**src/rtl/pcstack_pkg.sv**
```systemverilog
// shared constants and types for the program counter and return stack
package pcstack_pkg;
  localparam int PC_W = 21;
  localparam int SP_W = 5;
  localparam int STACK_DEPTH = 31;
  localparam logic [20:0] RESET_VECTOR = 21'h000000;
  localparam logic [20:0] HIGH_VECTOR = 21'h000008;
  localparam logic [20:0] LOW_VECTOR = 21'h000018;
  localparam logic [20:0] PC_STEP = 21'h000002;
  localparam logic [20:0] MEM_TOP_DEFAULT = 21'h007FFF;
  // register offsets on the plain register port
  localparam logic [3:0] REG_SP = 4'h0;
  localparam logic [3:0] REG_TOS_LOW = 4'h1;
  localparam logic [3:0] REG_TOS_HIGH = 4'h2;
  localparam logic [3:0] REG_TOS_UPPER = 4'h3;
  localparam logic [3:0] REG_PC_LOW = 4'h4;
  localparam logic [3:0] REG_PC_HIGH_LATCH = 4'h5;
  localparam logic [3:0] REG_PC_UPPER_LATCH = 4'h6;
  // stack pointer register fields
  localparam int FULL_BIT = 7;
  localparam int UNDER_BIT = 6;
  localparam logic [7:0] SP_REG_RESET = 8'h00;
  localparam logic [4:0] SP_MAX = 5'h1F;
  // core operations
  typedef enum logic [3:0] {
    OP_NONE = 4'h0,
    OP_STEP = 4'h1,
    OP_CALL = 4'h2,
    OP_JUMP = 4'h3,
    OP_RETURN = 4'h4,
    OP_PUSH = 4'h5,
    OP_POP = 4'h6,
    OP_INT_HIGH = 4'h7,
    OP_INT_LOW = 4'h8
  } core_op_t;
endpackage

```
**src/rtl/stack_ram_if.sv**
```systemverilog
// port bundle between the control logic and the return stack storage
interface stack_ram_if;
  logic we;
  logic [4:0] waddr;
  logic [20:0] wdata;
  logic [4:0] raddr;
  logic [20:0] rdata;
  modport ctrl (output we, output waddr, output wdata, output raddr,
    input rdata);
  modport ram (input we, input waddr, input wdata, input raddr,
    output rdata);
endinterface

```
**src/rtl/stack_ram.sv**
```systemverilog
// 31 by 21 return stack storage in flip-flops, entry 0 absent
module stack_ram
  import pcstack_pkg::*;
(
  input wire logic mclk_in,
  input wire logic resetn_in,
  stack_ram_if.ram bus
);
  typedef struct packed {
    logic [STACK_DEPTH:1][PC_W-1:0] mem;
  } ram_state_t;
  ram_state_t s_r;
  ram_state_t s_nxt;

  always_comb begin
    s_nxt = s_r;
    if (bus.we && bus.waddr != 5'h00) begin
      s_nxt.mem[bus.waddr] = bus.wdata;
    end
  end

  always_ff @(posedge mclk_in or negedge resetn_in) begin
    if (!resetn_in) begin
      s_r <= '0;
    end else begin
      s_r <= s_nxt;
    end
  end

  // pointer zero has no storage and reads as zero
  assign bus.rdata = (bus.raddr == 5'h00) ? 21'h000000 :
    s_r.mem[bus.raddr];
endmodule

```
**src/rtl/pc_return_stack.sv**
```systemverilog
// program counter, return address stack and fast shadow stack
// How it works
// - 21-bit counter; fetch above implemented memory reads as zero (NOP).
// - reset starts at 0000h; interrupts vector to 0008h or 0018h.
// - 31 entries of 21 bits, 5-bit pointer cleared by reset, zero empty.
// - call or interrupt increments pointer, then writes counter there.
// - return loads counter from selected entry, then decrements pointer.
// - calls and returns leave both latch registers untouched.
// - three top-of-stack byte registers read and write the selected entry.
// - software reads and writes the pointer, values 0 to 31.
// - full flag sets on 31st push; cleared only by software or power-on.
// - fault reset on: 31st push stores counter plus two, flags, resets.
// - fault reset off: pointer goes to 31, later pushes ignored.
// - pop at zero loads zero, sets underflow, pointer stays zero.
// - underflow with fault reset enabled also resets the device.
// - pointer register: bit7 full, bit6 underflow, bit5 zero, bits 4-0.
// - push stores counter after increment; pop only decrements.
// - shadow of status, working, bank select loaded on any interrupt.
// - fast return restores shadow; fast call loads shadow.
// - high interrupt during low service overwrites the single shadow.
// - counter low byte accessible; upper bytes only through latches.
// - bit 0 always zero; sequential step is 2.
// - calls, jumps and branches load counter directly, no latches.
// - low byte write loads upper bytes from latches; read fills latches.
//
// Our own choices: the placing of the registers and the address-and-strobe port.
module pc_return_stack
  import pcstack_pkg::*;
#(
  parameter logic [20:0] MEM_TOP = MEM_TOP_DEFAULT
)
(
  input wire logic mclk_in,
  input wire logic resetn_in,
  input wire logic por_in,
  input wire logic fault_reset_enable_in,
  input wire logic [3:0] op_in,
  input wire logic [20:0] target_in,
  input wire logic fast_in,
  input wire logic [7:0] status_in,
  input wire logic [7:0] working_in,
  input wire logic [7:0] bank_in,
  input wire logic [15:0] fetch_data_in,
  input wire logic [3:0] addr_in,
  input wire logic [7:0] wdata_in,
  input wire logic wr_in,
  input wire logic rd_in,
  output logic [7:0] rdata_out,
  output logic [20:0] pc_out,
  output logic [15:0] fetch_word_out,
  output logic stack_reset_out,
  output logic restore_out,
  output logic [7:0] status_out,
  output logic [7:0] working_out,
  output logic [7:0] bank_out
);
  typedef struct packed {
    logic [20:0] pc;
    logic [7:0] high_latch;
    logic [4:0] upper_latch;
    logic [4:0] sp;
    logic full;
    logic under;
    logic [7:0] sh_status;
    logic [7:0] sh_working;
    logic [7:0] sh_bank;
    logic [7:0] rdata;
    logic [15:0] fetch;
    logic fault;
    logic restore;
    logic [7:0] status_o;
    logic [7:0] working_o;
    logic [7:0] bank_o;
  } state_t;
  state_t s_r;
  state_t s_nxt;
  stack_ram_if ram_bus ();
  logic [4:0] sp_new;
  logic push;
  logic pop;
  logic is_call;
  logic is_int;
  logic is_ret;
  logic [20:0] tos_val;
  logic [20:0] wentry;
  logic wentry_we;

  stack_ram u_ram (
    .mclk_in(mclk_in),
    .resetn_in(resetn_in),
    .bus(ram_bus)
  );

  always_comb begin
    is_int = (op_in == OP_INT_HIGH) || (op_in == OP_INT_LOW);
    is_call = (op_in == OP_CALL);
    is_ret = (op_in == OP_RETURN);
    push = is_call || is_int || (op_in == OP_PUSH);
    pop = is_ret || (op_in == OP_POP);
  end

  // new pointer addresses top-of-stack writes; register reads this cycle see the old pointer
  always_comb begin
    sp_new = s_r.sp;
    if (push && s_r.sp != SP_MAX) begin
      sp_new = s_r.sp + 5'h01;
    end else if (pop && s_r.sp != 5'h00) begin
      sp_new = s_r.sp - 5'h01;
    end
  end

  assign ram_bus.raddr = s_r.sp;
  assign tos_val = ram_bus.rdata;

  always_comb begin
    s_nxt = s_r;
    wentry = s_r.pc;
    wentry_we = 1'b0;
    s_nxt.fault = 1'b0;
    s_nxt.restore = 1'b0;
    s_nxt.rdata = 8'h00;
    // stack operations
    if (push) begin
      if (s_r.sp != SP_MAX) begin
        wentry_we = 1'b1;
        if (s_r.sp == SP_MAX - 5'h01) begin
          s_nxt.full = 1'b1;
          if (fault_reset_enable_in) begin
            wentry = s_r.pc + PC_STEP;
            s_nxt.fault = 1'b1;
          end
        end
      end else begin
        s_nxt.full = 1'b1;
      end
    end
    if (pop && s_r.sp == 5'h00) begin
      s_nxt.under = 1'b1;
      if (fault_reset_enable_in) begin
        s_nxt.fault = 1'b1;
      end
    end
    s_nxt.sp = sp_new;
    // program counter sequencing; latches untouched here
    unique case (op_in)
      OP_STEP, OP_PUSH, OP_POP: begin
        s_nxt.pc = s_r.pc + PC_STEP;
      end
      OP_CALL, OP_JUMP: begin
        s_nxt.pc = {target_in[20:1], 1'b0};
      end
      OP_RETURN: begin
        s_nxt.pc = (s_r.sp == 5'h00) ? 21'h000000 :
          {tos_val[20:1], 1'b0};
      end
      OP_INT_HIGH: begin
        s_nxt.pc = HIGH_VECTOR;
      end
      OP_INT_LOW: begin
        s_nxt.pc = LOW_VECTOR;
      end
      default: begin
        s_nxt.pc = s_r.pc;
      end
    endcase
    // shadow stack, single level
    if (is_int || (is_call && fast_in)) begin
      s_nxt.sh_status = status_in;
      s_nxt.sh_working = working_in;
      s_nxt.sh_bank = bank_in;
    end
    if (is_ret && fast_in) begin
      s_nxt.restore = 1'b1;
    end
    s_nxt.status_o = s_r.sh_status;
    s_nxt.working_o = s_r.sh_working;
    s_nxt.bank_o = s_r.sh_bank;
    // register writes; top-of-stack writes hit the new entry
    if (wr_in) begin
      unique case (addr_in)
        REG_SP: begin
          s_nxt.sp = wdata_in[4:0];
          s_nxt.full = s_r.full & wdata_in[FULL_BIT];
          s_nxt.under = s_r.under & wdata_in[UNDER_BIT];
        end
        REG_TOS_LOW: begin
          wentry = wentry_we ? wentry : tos_val;
          wentry[7:0] = wdata_in;
          wentry_we = 1'b1;
        end
        REG_TOS_HIGH: begin
          wentry = wentry_we ? wentry : tos_val;
          wentry[15:8] = wdata_in;
          wentry_we = 1'b1;
        end
        REG_TOS_UPPER: begin
          wentry = wentry_we ? wentry : tos_val;
          wentry[20:16] = wdata_in[4:0];
          wentry_we = 1'b1;
        end
        REG_PC_LOW: begin
          s_nxt.pc = {s_r.upper_latch, s_r.high_latch,
            wdata_in[7:1], 1'b0};
        end
        REG_PC_HIGH_LATCH: begin
          s_nxt.high_latch = wdata_in;
        end
        REG_PC_UPPER_LATCH: begin
          s_nxt.upper_latch = wdata_in[4:0];
        end
        default: begin
          s_nxt.high_latch = s_nxt.high_latch;
        end
      endcase
    end
    // flags set by hardware win over a software clear
    if (push && s_r.sp >= SP_MAX - 5'h01) begin
      s_nxt.full = 1'b1;
    end
    if (pop && s_r.sp == 5'h00) begin
      s_nxt.under = 1'b1;
    end
    if (rd_in) begin
      unique case (addr_in)
        REG_SP: begin
          s_nxt.rdata = {s_r.full, s_r.under, 1'b0, s_r.sp};
        end
        REG_TOS_LOW: begin
          s_nxt.rdata = tos_val[7:0];
        end
        REG_TOS_HIGH: begin
          s_nxt.rdata = tos_val[15:8];
        end
        REG_TOS_UPPER: begin
          s_nxt.rdata = {3'b000, tos_val[20:16]};
        end
        REG_PC_LOW: begin
          s_nxt.rdata = s_r.pc[7:0];
          s_nxt.high_latch = s_r.pc[15:8];
          s_nxt.upper_latch = s_r.pc[20:16];
        end
        REG_PC_HIGH_LATCH: begin
          s_nxt.rdata = s_r.high_latch;
        end
        REG_PC_UPPER_LATCH: begin
          s_nxt.rdata = {3'b000, s_r.upper_latch};
        end
        default: begin
          s_nxt.rdata = 8'h00;
        end
      endcase
    end
    // device reset from a stack fault clears the pointer, keeps flags
    if (s_nxt.fault) begin
      s_nxt.sp = 5'h00;
      s_nxt.pc = RESET_VECTOR;
    end
    s_nxt.pc[0] = 1'b0;
    s_nxt.fetch = (s_r.pc > MEM_TOP) ? 16'h0000 : fetch_data_in;
  end

  // the new pointer selects the write slot ordering
  assign ram_bus.we = wentry_we;
  assign ram_bus.waddr = (wr_in && addr_in >= REG_TOS_LOW &&
    addr_in <= REG_TOS_UPPER) ? sp_new : sp_new;
  assign ram_bus.wdata = wentry;

  always_ff @(posedge mclk_in or negedge resetn_in) begin
    if (!resetn_in) begin
      s_r <= '0;
    end else if (por_in) begin
      s_r <= '0;
    end else begin
      s_r <= s_nxt;
    end
  end

  assign rdata_out = s_r.rdata;
  assign pc_out = s_r.pc;
  assign fetch_word_out = s_r.fetch;
  assign stack_reset_out = s_r.fault;
  assign restore_out = s_r.restore;
  assign status_out = s_r.status_o;
  assign working_out = s_r.working_o;
  assign bank_out = s_r.bank_o;

  property p_push_ptr;
    @(posedge mclk_in) disable iff (!resetn_in)
    (push && !pop && !wr_in && s_r.sp < 5'h1D && !por_in)
      |=> (s_r.sp == $past(s_r.sp) + 5'h01);
  endproperty
  a_push_ptr: assert property (p_push_ptr)
    else $error("push did not advance pointer");

  property p_ret_pc;
    @(posedge mclk_in) disable iff (!resetn_in)
    (is_ret && s_r.sp != 5'h00 && !wr_in && !por_in)
      |=> (s_r.pc == {$past(tos_val[20:1]), 1'b0});
  endproperty
  a_ret_pc: assert property (p_ret_pc)
    else $error("return did not load top entry");

  property p_under;
    @(posedge mclk_in) disable iff (!resetn_in)
    (pop && s_r.sp == 5'h00 && !por_in)
      |=> (s_r.under && s_r.sp == 5'h00);
  endproperty
  a_under: assert property (p_under)
    else $error("underflow not flagged");

  property p_full;
    @(posedge mclk_in) disable iff (!resetn_in)
    (push && s_r.sp == 5'h1E && !por_in) |=> s_r.full;
  endproperty
  a_full: assert property (p_full)
    else $error("full flag not set on 31st push");

  property p_hold31;
    @(posedge mclk_in) disable iff (!resetn_in)
    (push && s_r.sp == 5'h1F && !wr_in && !por_in) |=> s_r.sp == 5'h1F;
  endproperty
  a_hold31: assert property (p_hold31)
    else $error("pointer moved past 31");

  property p_fault;
    @(posedge mclk_in) disable iff (!resetn_in)
    (push && s_r.sp == 5'h1E && fault_reset_enable_in && !por_in)
      |=> (stack_reset_out && s_r.sp == 5'h00 && s_r.full);
  endproperty
  a_fault: assert property (p_fault)
    else $error("fault reset not taken");

  property p_int_vec;
    @(posedge mclk_in) disable iff (!resetn_in)
    (op_in == OP_INT_HIGH && !wr_in && !por_in && !s_nxt.fault)
      |=> (pc_out == HIGH_VECTOR && s_r.sh_working == $past(working_in));
  endproperty
  a_int_vec: assert property (p_int_vec)
    else $error("interrupt entry wrong");

  property p_lsb;
    @(posedge mclk_in) disable iff (!resetn_in)
    (op_in == OP_STEP && !wr_in && !por_in)
      |=> (pc_out == $past(pc_out) + PC_STEP && pc_out[0] == 1'b0);
  endproperty
  a_lsb: assert property (p_lsb)
    else $error("counter bit 0 set");

  property p_latch;
    @(posedge mclk_in) disable iff (!resetn_in)
    (is_call && !wr_in && !rd_in && !por_in)
      |=> $stable(s_r.high_latch) && $stable(s_r.upper_latch);
  endproperty
  a_latch: assert property (p_latch)
    else $error("call changed latches");
endmodule

```
**config.mk**
```make
export PLATFORM = sky130hd
export DESIGN_NAME = pc_return_stack
export DESIGN_NICKNAME = d
export VERILOG_FILES = /design/src/rtl/pcstack_pkg.sv /design/src/rtl/stack_ram_if.sv /design/src/rtl/stack_ram.sv /design/src/rtl/pc_return_stack.sv
export SDC_FILE = /design/constraint.sdc
export NUM_CORES = 2
export LEC_CHECK = 0
export CAP_MARGIN = 25
export CORE_MARGIN = 4
export CORE_UTILIZATION = 60
export CTS_CLUSTER_DIAMETER = 200
export CTS_CLUSTER_SIZE = 10
export DETAILED_ROUTE_END_ITERATION = 10
export DONT_BUFFER_PORTS = 1
export GPL_TIMING_DRIVEN = 0
export PLACE_DENSITY_LB_ADDON = 0.2
export SYNTH_ARGS = -nofsm -noshare
export SYNTH_HDL_FRONTEND = slang
export SYNTH_HIERARCHICAL = 1
export SYNTH_SLANG_ARGS = --single-unit
export TNS_END_PERCENT = 10
```
**constraint.sdc**
```tcl
create_clock -name mclk_in -period 3.8 [get_ports mclk_in]
set_clock_uncertainty 0.2 [all_clocks]
set_input_delay 0.38 -clock mclk_in [delete_from_list [all_inputs] [get_ports mclk_in]]
set_output_delay 0.38 -clock mclk_in [all_outputs]
set_load 0.01 [all_outputs]
```
==> flow_summary_export.csv <==
group,metric,value,unit
die,die-width,257,µm
timing,finalHoldViolations,765,
die,initial_core_util,0.604,
logic_synthesis,ys_seq_area_frac,0.514,
hold_path,hold_class,"in2async",
detailed_routing,drt_iter0_drc,2156,
critical_path,critical_path_class,"reg2reg",
logic_synthesis,yosysTopAreaCell,"dfrtp_1",
logic_synthesis,synth_area,37200,µm²
detailed_routing,wire_per_inst,28.6,µm
die,core_area,61600,µm²
timing,fmax,0.264,GHz
logic_synthesis,async_reset_ff_frac,1.00,
timing,finalCriticalPeriod,3.79,ns
final_layout,drive_above_1_share,0.400,
timing,slew_violations,621,
global_routing,grt_pass1_wl,169000,µm
placement,postPlaceCellArea,38300,µm²
detailed_routing,via_per_inst,6.46,
critical_path,crit_arrival,4.08,ns
pwr,power_leakage,19.8,nW
die,design.die.area,66100,µm²
placement,dp.cells,3727,
critical_path,cp_slowest_cell,"or4b_4",
global_routing,grt_pass1_vias,27000,
final_layout,areaGrowthSynthToFinish,13.9,%
placement,io_buffer_count,0,
clock_tree,clkTransAtPathRegs,0.06,ns
logic_synthesis,syn-num-nets,2978,
timing,worst_slack,0.00519,ns
placement,place.gp.congestion,0.984,
final_layout,stdcell_count,3919,
logic_synthesis,synth_edf_count,0,
timing,worst_slew_pin_slew,2.99,ns
die,die_y,257,µm
clock_tree,clockRootBuffer,"clkbuf_16",
detailed_routing,postRouteWirelength,112000,µm
critical_path,cp_cell_sequence,"buf_4 > inv_1 > ha_1 > or4b_4 > nand3_1 > o31ai_1 > xor2_2 > buf_4 > buf_4 > nand3b_1 > nor2_1 > buf_4 > mux2_2",
logic_synthesis,avgSynthCellArea,12.9,µm²
pwr,p_per_area,436,nW/µm²
critical_path,cp_data_required_time,4.09,ns
die,row_count,91,
logic_synthesis,synth_top_area_frac,0.514,
clock_tree,htree_levels,3,
global_routing,grt_overflow,0,
global_routing,antenna_found_initial,0,
detailed_routing,first_pass_iters,8,
pwr,peakVddDrop,0.364,mV
logic_synthesis,synthFlopType,"dfrtp_1",
critical_path,path_max_fanout,10,
detailed_routing,vias,25300,
logic_synthesis,yosys-top-cells-count,"dfrtp_1 (765), mux2_2 (663), mux2i_1 (240), clkbuf_1 (122), nor2_1 (103)",
clock_tree,cts_buffer_depth,3,
clock_tree,numCtsBuffers,86,
run_status,outcome,"finished, violations left",
critical_path,end_kind,"flip-flop",
timing,rsz0062_at_grt,"true",
die,io_pins,155,
detailed_routing,drc,0,
critical_path,max_stage_delay,0.51,ns
final_layout,nets,3166,
logic_synthesis,synth_cell_types,78,
global_routing,grt_max_degree,766,
run_status,violations,"negative hold slack, max-slew violations",
detailed_routing,drtAntennaViolNets,0,
critical_path,cp-start-kind,"flip-flop",
clock_tree,cts_hold_buf,71,
logic_synthesis,synthCells,2888,
timing,slew_headroom,-0.996,
logic_synthesis,ys_ff_latch,765,
pwr,finalPower,18.5,mW
logic_synthesis,synthMostInstantiatedCell,"dfrtp_1",
timing,finalSetupViolCount,0,
global_routing,track_usage,0.338,
clock_tree,clkSinkCount,765,
placement,dpl_worst_slack,-1.27,ns
final_layout,fin_area,42400,µm²
flow_run,drv_cap,0,
placement,hpwl,78900,µm
critical_path,crit_path_frequent_cell,"buf_4",
clock_tree,clkLatencyLatePin,0.63,ns
timing,holdWs,-0.754,ns
timing,setup_total_negative_slack,0,ns
logic_synthesis,yosys_warnings,6,
timing,period_share,0.999,
final_layout,utilization,0.688,
clock_tree,cts_tree,"done",
logic_synthesis,synth_area_leaders,"dfrtp_1 (51%), mux2_2 (20%), mux2i_1 (6.5%)",
metal layers:
layer  routed length [µm]  part of all wire  GRT usage
met1                44200              0.39      0.433
met2                54000              0.48      0.554
met3                 7150             0.064     0.0602
met4                 6830             0.061      0.176
met5                    0                 0          0
critical path, delay by kind of cell (launching register included):
kind / cells / cell delay (ns)
buf+inv: 5 / 0.88
simple gates: 4 / 1.27
xor+xnor: 1 / 0.21
mux: 1 / 0.36
compound gates: 1 / 0.11
fa+ha+maj: 1 / 0.15
flops: 1 / 0.47
path summary, 6_finish.rpt:
check / from / end / slack, ns / cells after the start
worst min register to register: s_nxt[2] / bank_out[2] / 0.29 / 1
worst min-delay path: resetn_in / status_out[3] / -0.75 / 0
worst max-delay path: ram_bus.raddr[1] / u_ram/s_r[480] / 0.005 / 13
worst max register to register: ram_bus.raddr[1] / u_ram/s_r[480] / 0.005 / 13
max in group asynchronous: resetn_in / u_ram/s_r[71] / 1.80 / 0
min in group mclk_in: target_in[8] / pc_out[8] / 0.04 / 3
cells in the final DEF (no fill, tap or decap), types with 50 or more instances in the layout:
cell	netlist	final
clkbuf_2	1	75
clkbuf_16	0	86
dfrtp_1	765	762
buf_2	91	64
nor2b_1	50	50
mux2_2	663	662
nand2_1	79	78
buf_4	96	138
o22ai_1	99	85
dlygate4sd3_1	0	71
a21oi_1	60	54
nor2_1	103	92
mux2i_1	240	240
timing repair:
item,in CTS,in global routing
endpoints found under the setup margin,663,619
pin swaps,18,16
setup buffers,18,10
resized for setup,185,99
hold endpoints to repair,851,765
logic make-up (layout without fill, tap and decap cells):
family,count (synthesis),count (layout),share of synthesized area
multiplexers,955,955,0.293
AO/OA/AOI/OAI,357,357,0.0680
AND/OR/NAND/NOR,437,437,0.0652
other,1,2,0.000101
buffers and inverters,337,530,0.0498
XOR/XNOR,30,30,0.00726
flip-flops,765,765,0.514
adder cells (fa/ha/maj),6,6,0.00202
report_power, final:
group          internal (mW)  switching (mW)  total [mW]
sequential              8.51           0.209        8.71
combinational           1.11            1.56        2.66
clock                   4.00            3.10        7.11
area by class of cell:
class,count,area (µm²)
Antenna cell,1,2.50
Buffer,329,2100
Clock buffer,86,2150
Clock inverter,7,111
Fill cell,4284,19200
Inverter,7,26.3
Multi-Input combinational cell,1786,16900
Sequential cell,765,19100
Tap cell,837,1050
Timing Repair Buffer,101,933
sequential cells by signal, indices dropped and copies added (netlist names):
| signal | cells |
|---|---|
| bank_out | 8 |
| fetch_word_out | 16 |
| pc_out | 20 |
| ram_bus.raddr | 5 |
| rdata_out | 8 |
| restore_out | 1 |
| s_nxt | 24 |
| s_r | 15 |
| stack_reset_out | 1 |
| status_out | 8 |
| u_ram/s_r | 651 |
| working_out | 8 |
Power figures use the tool's default switching activity.
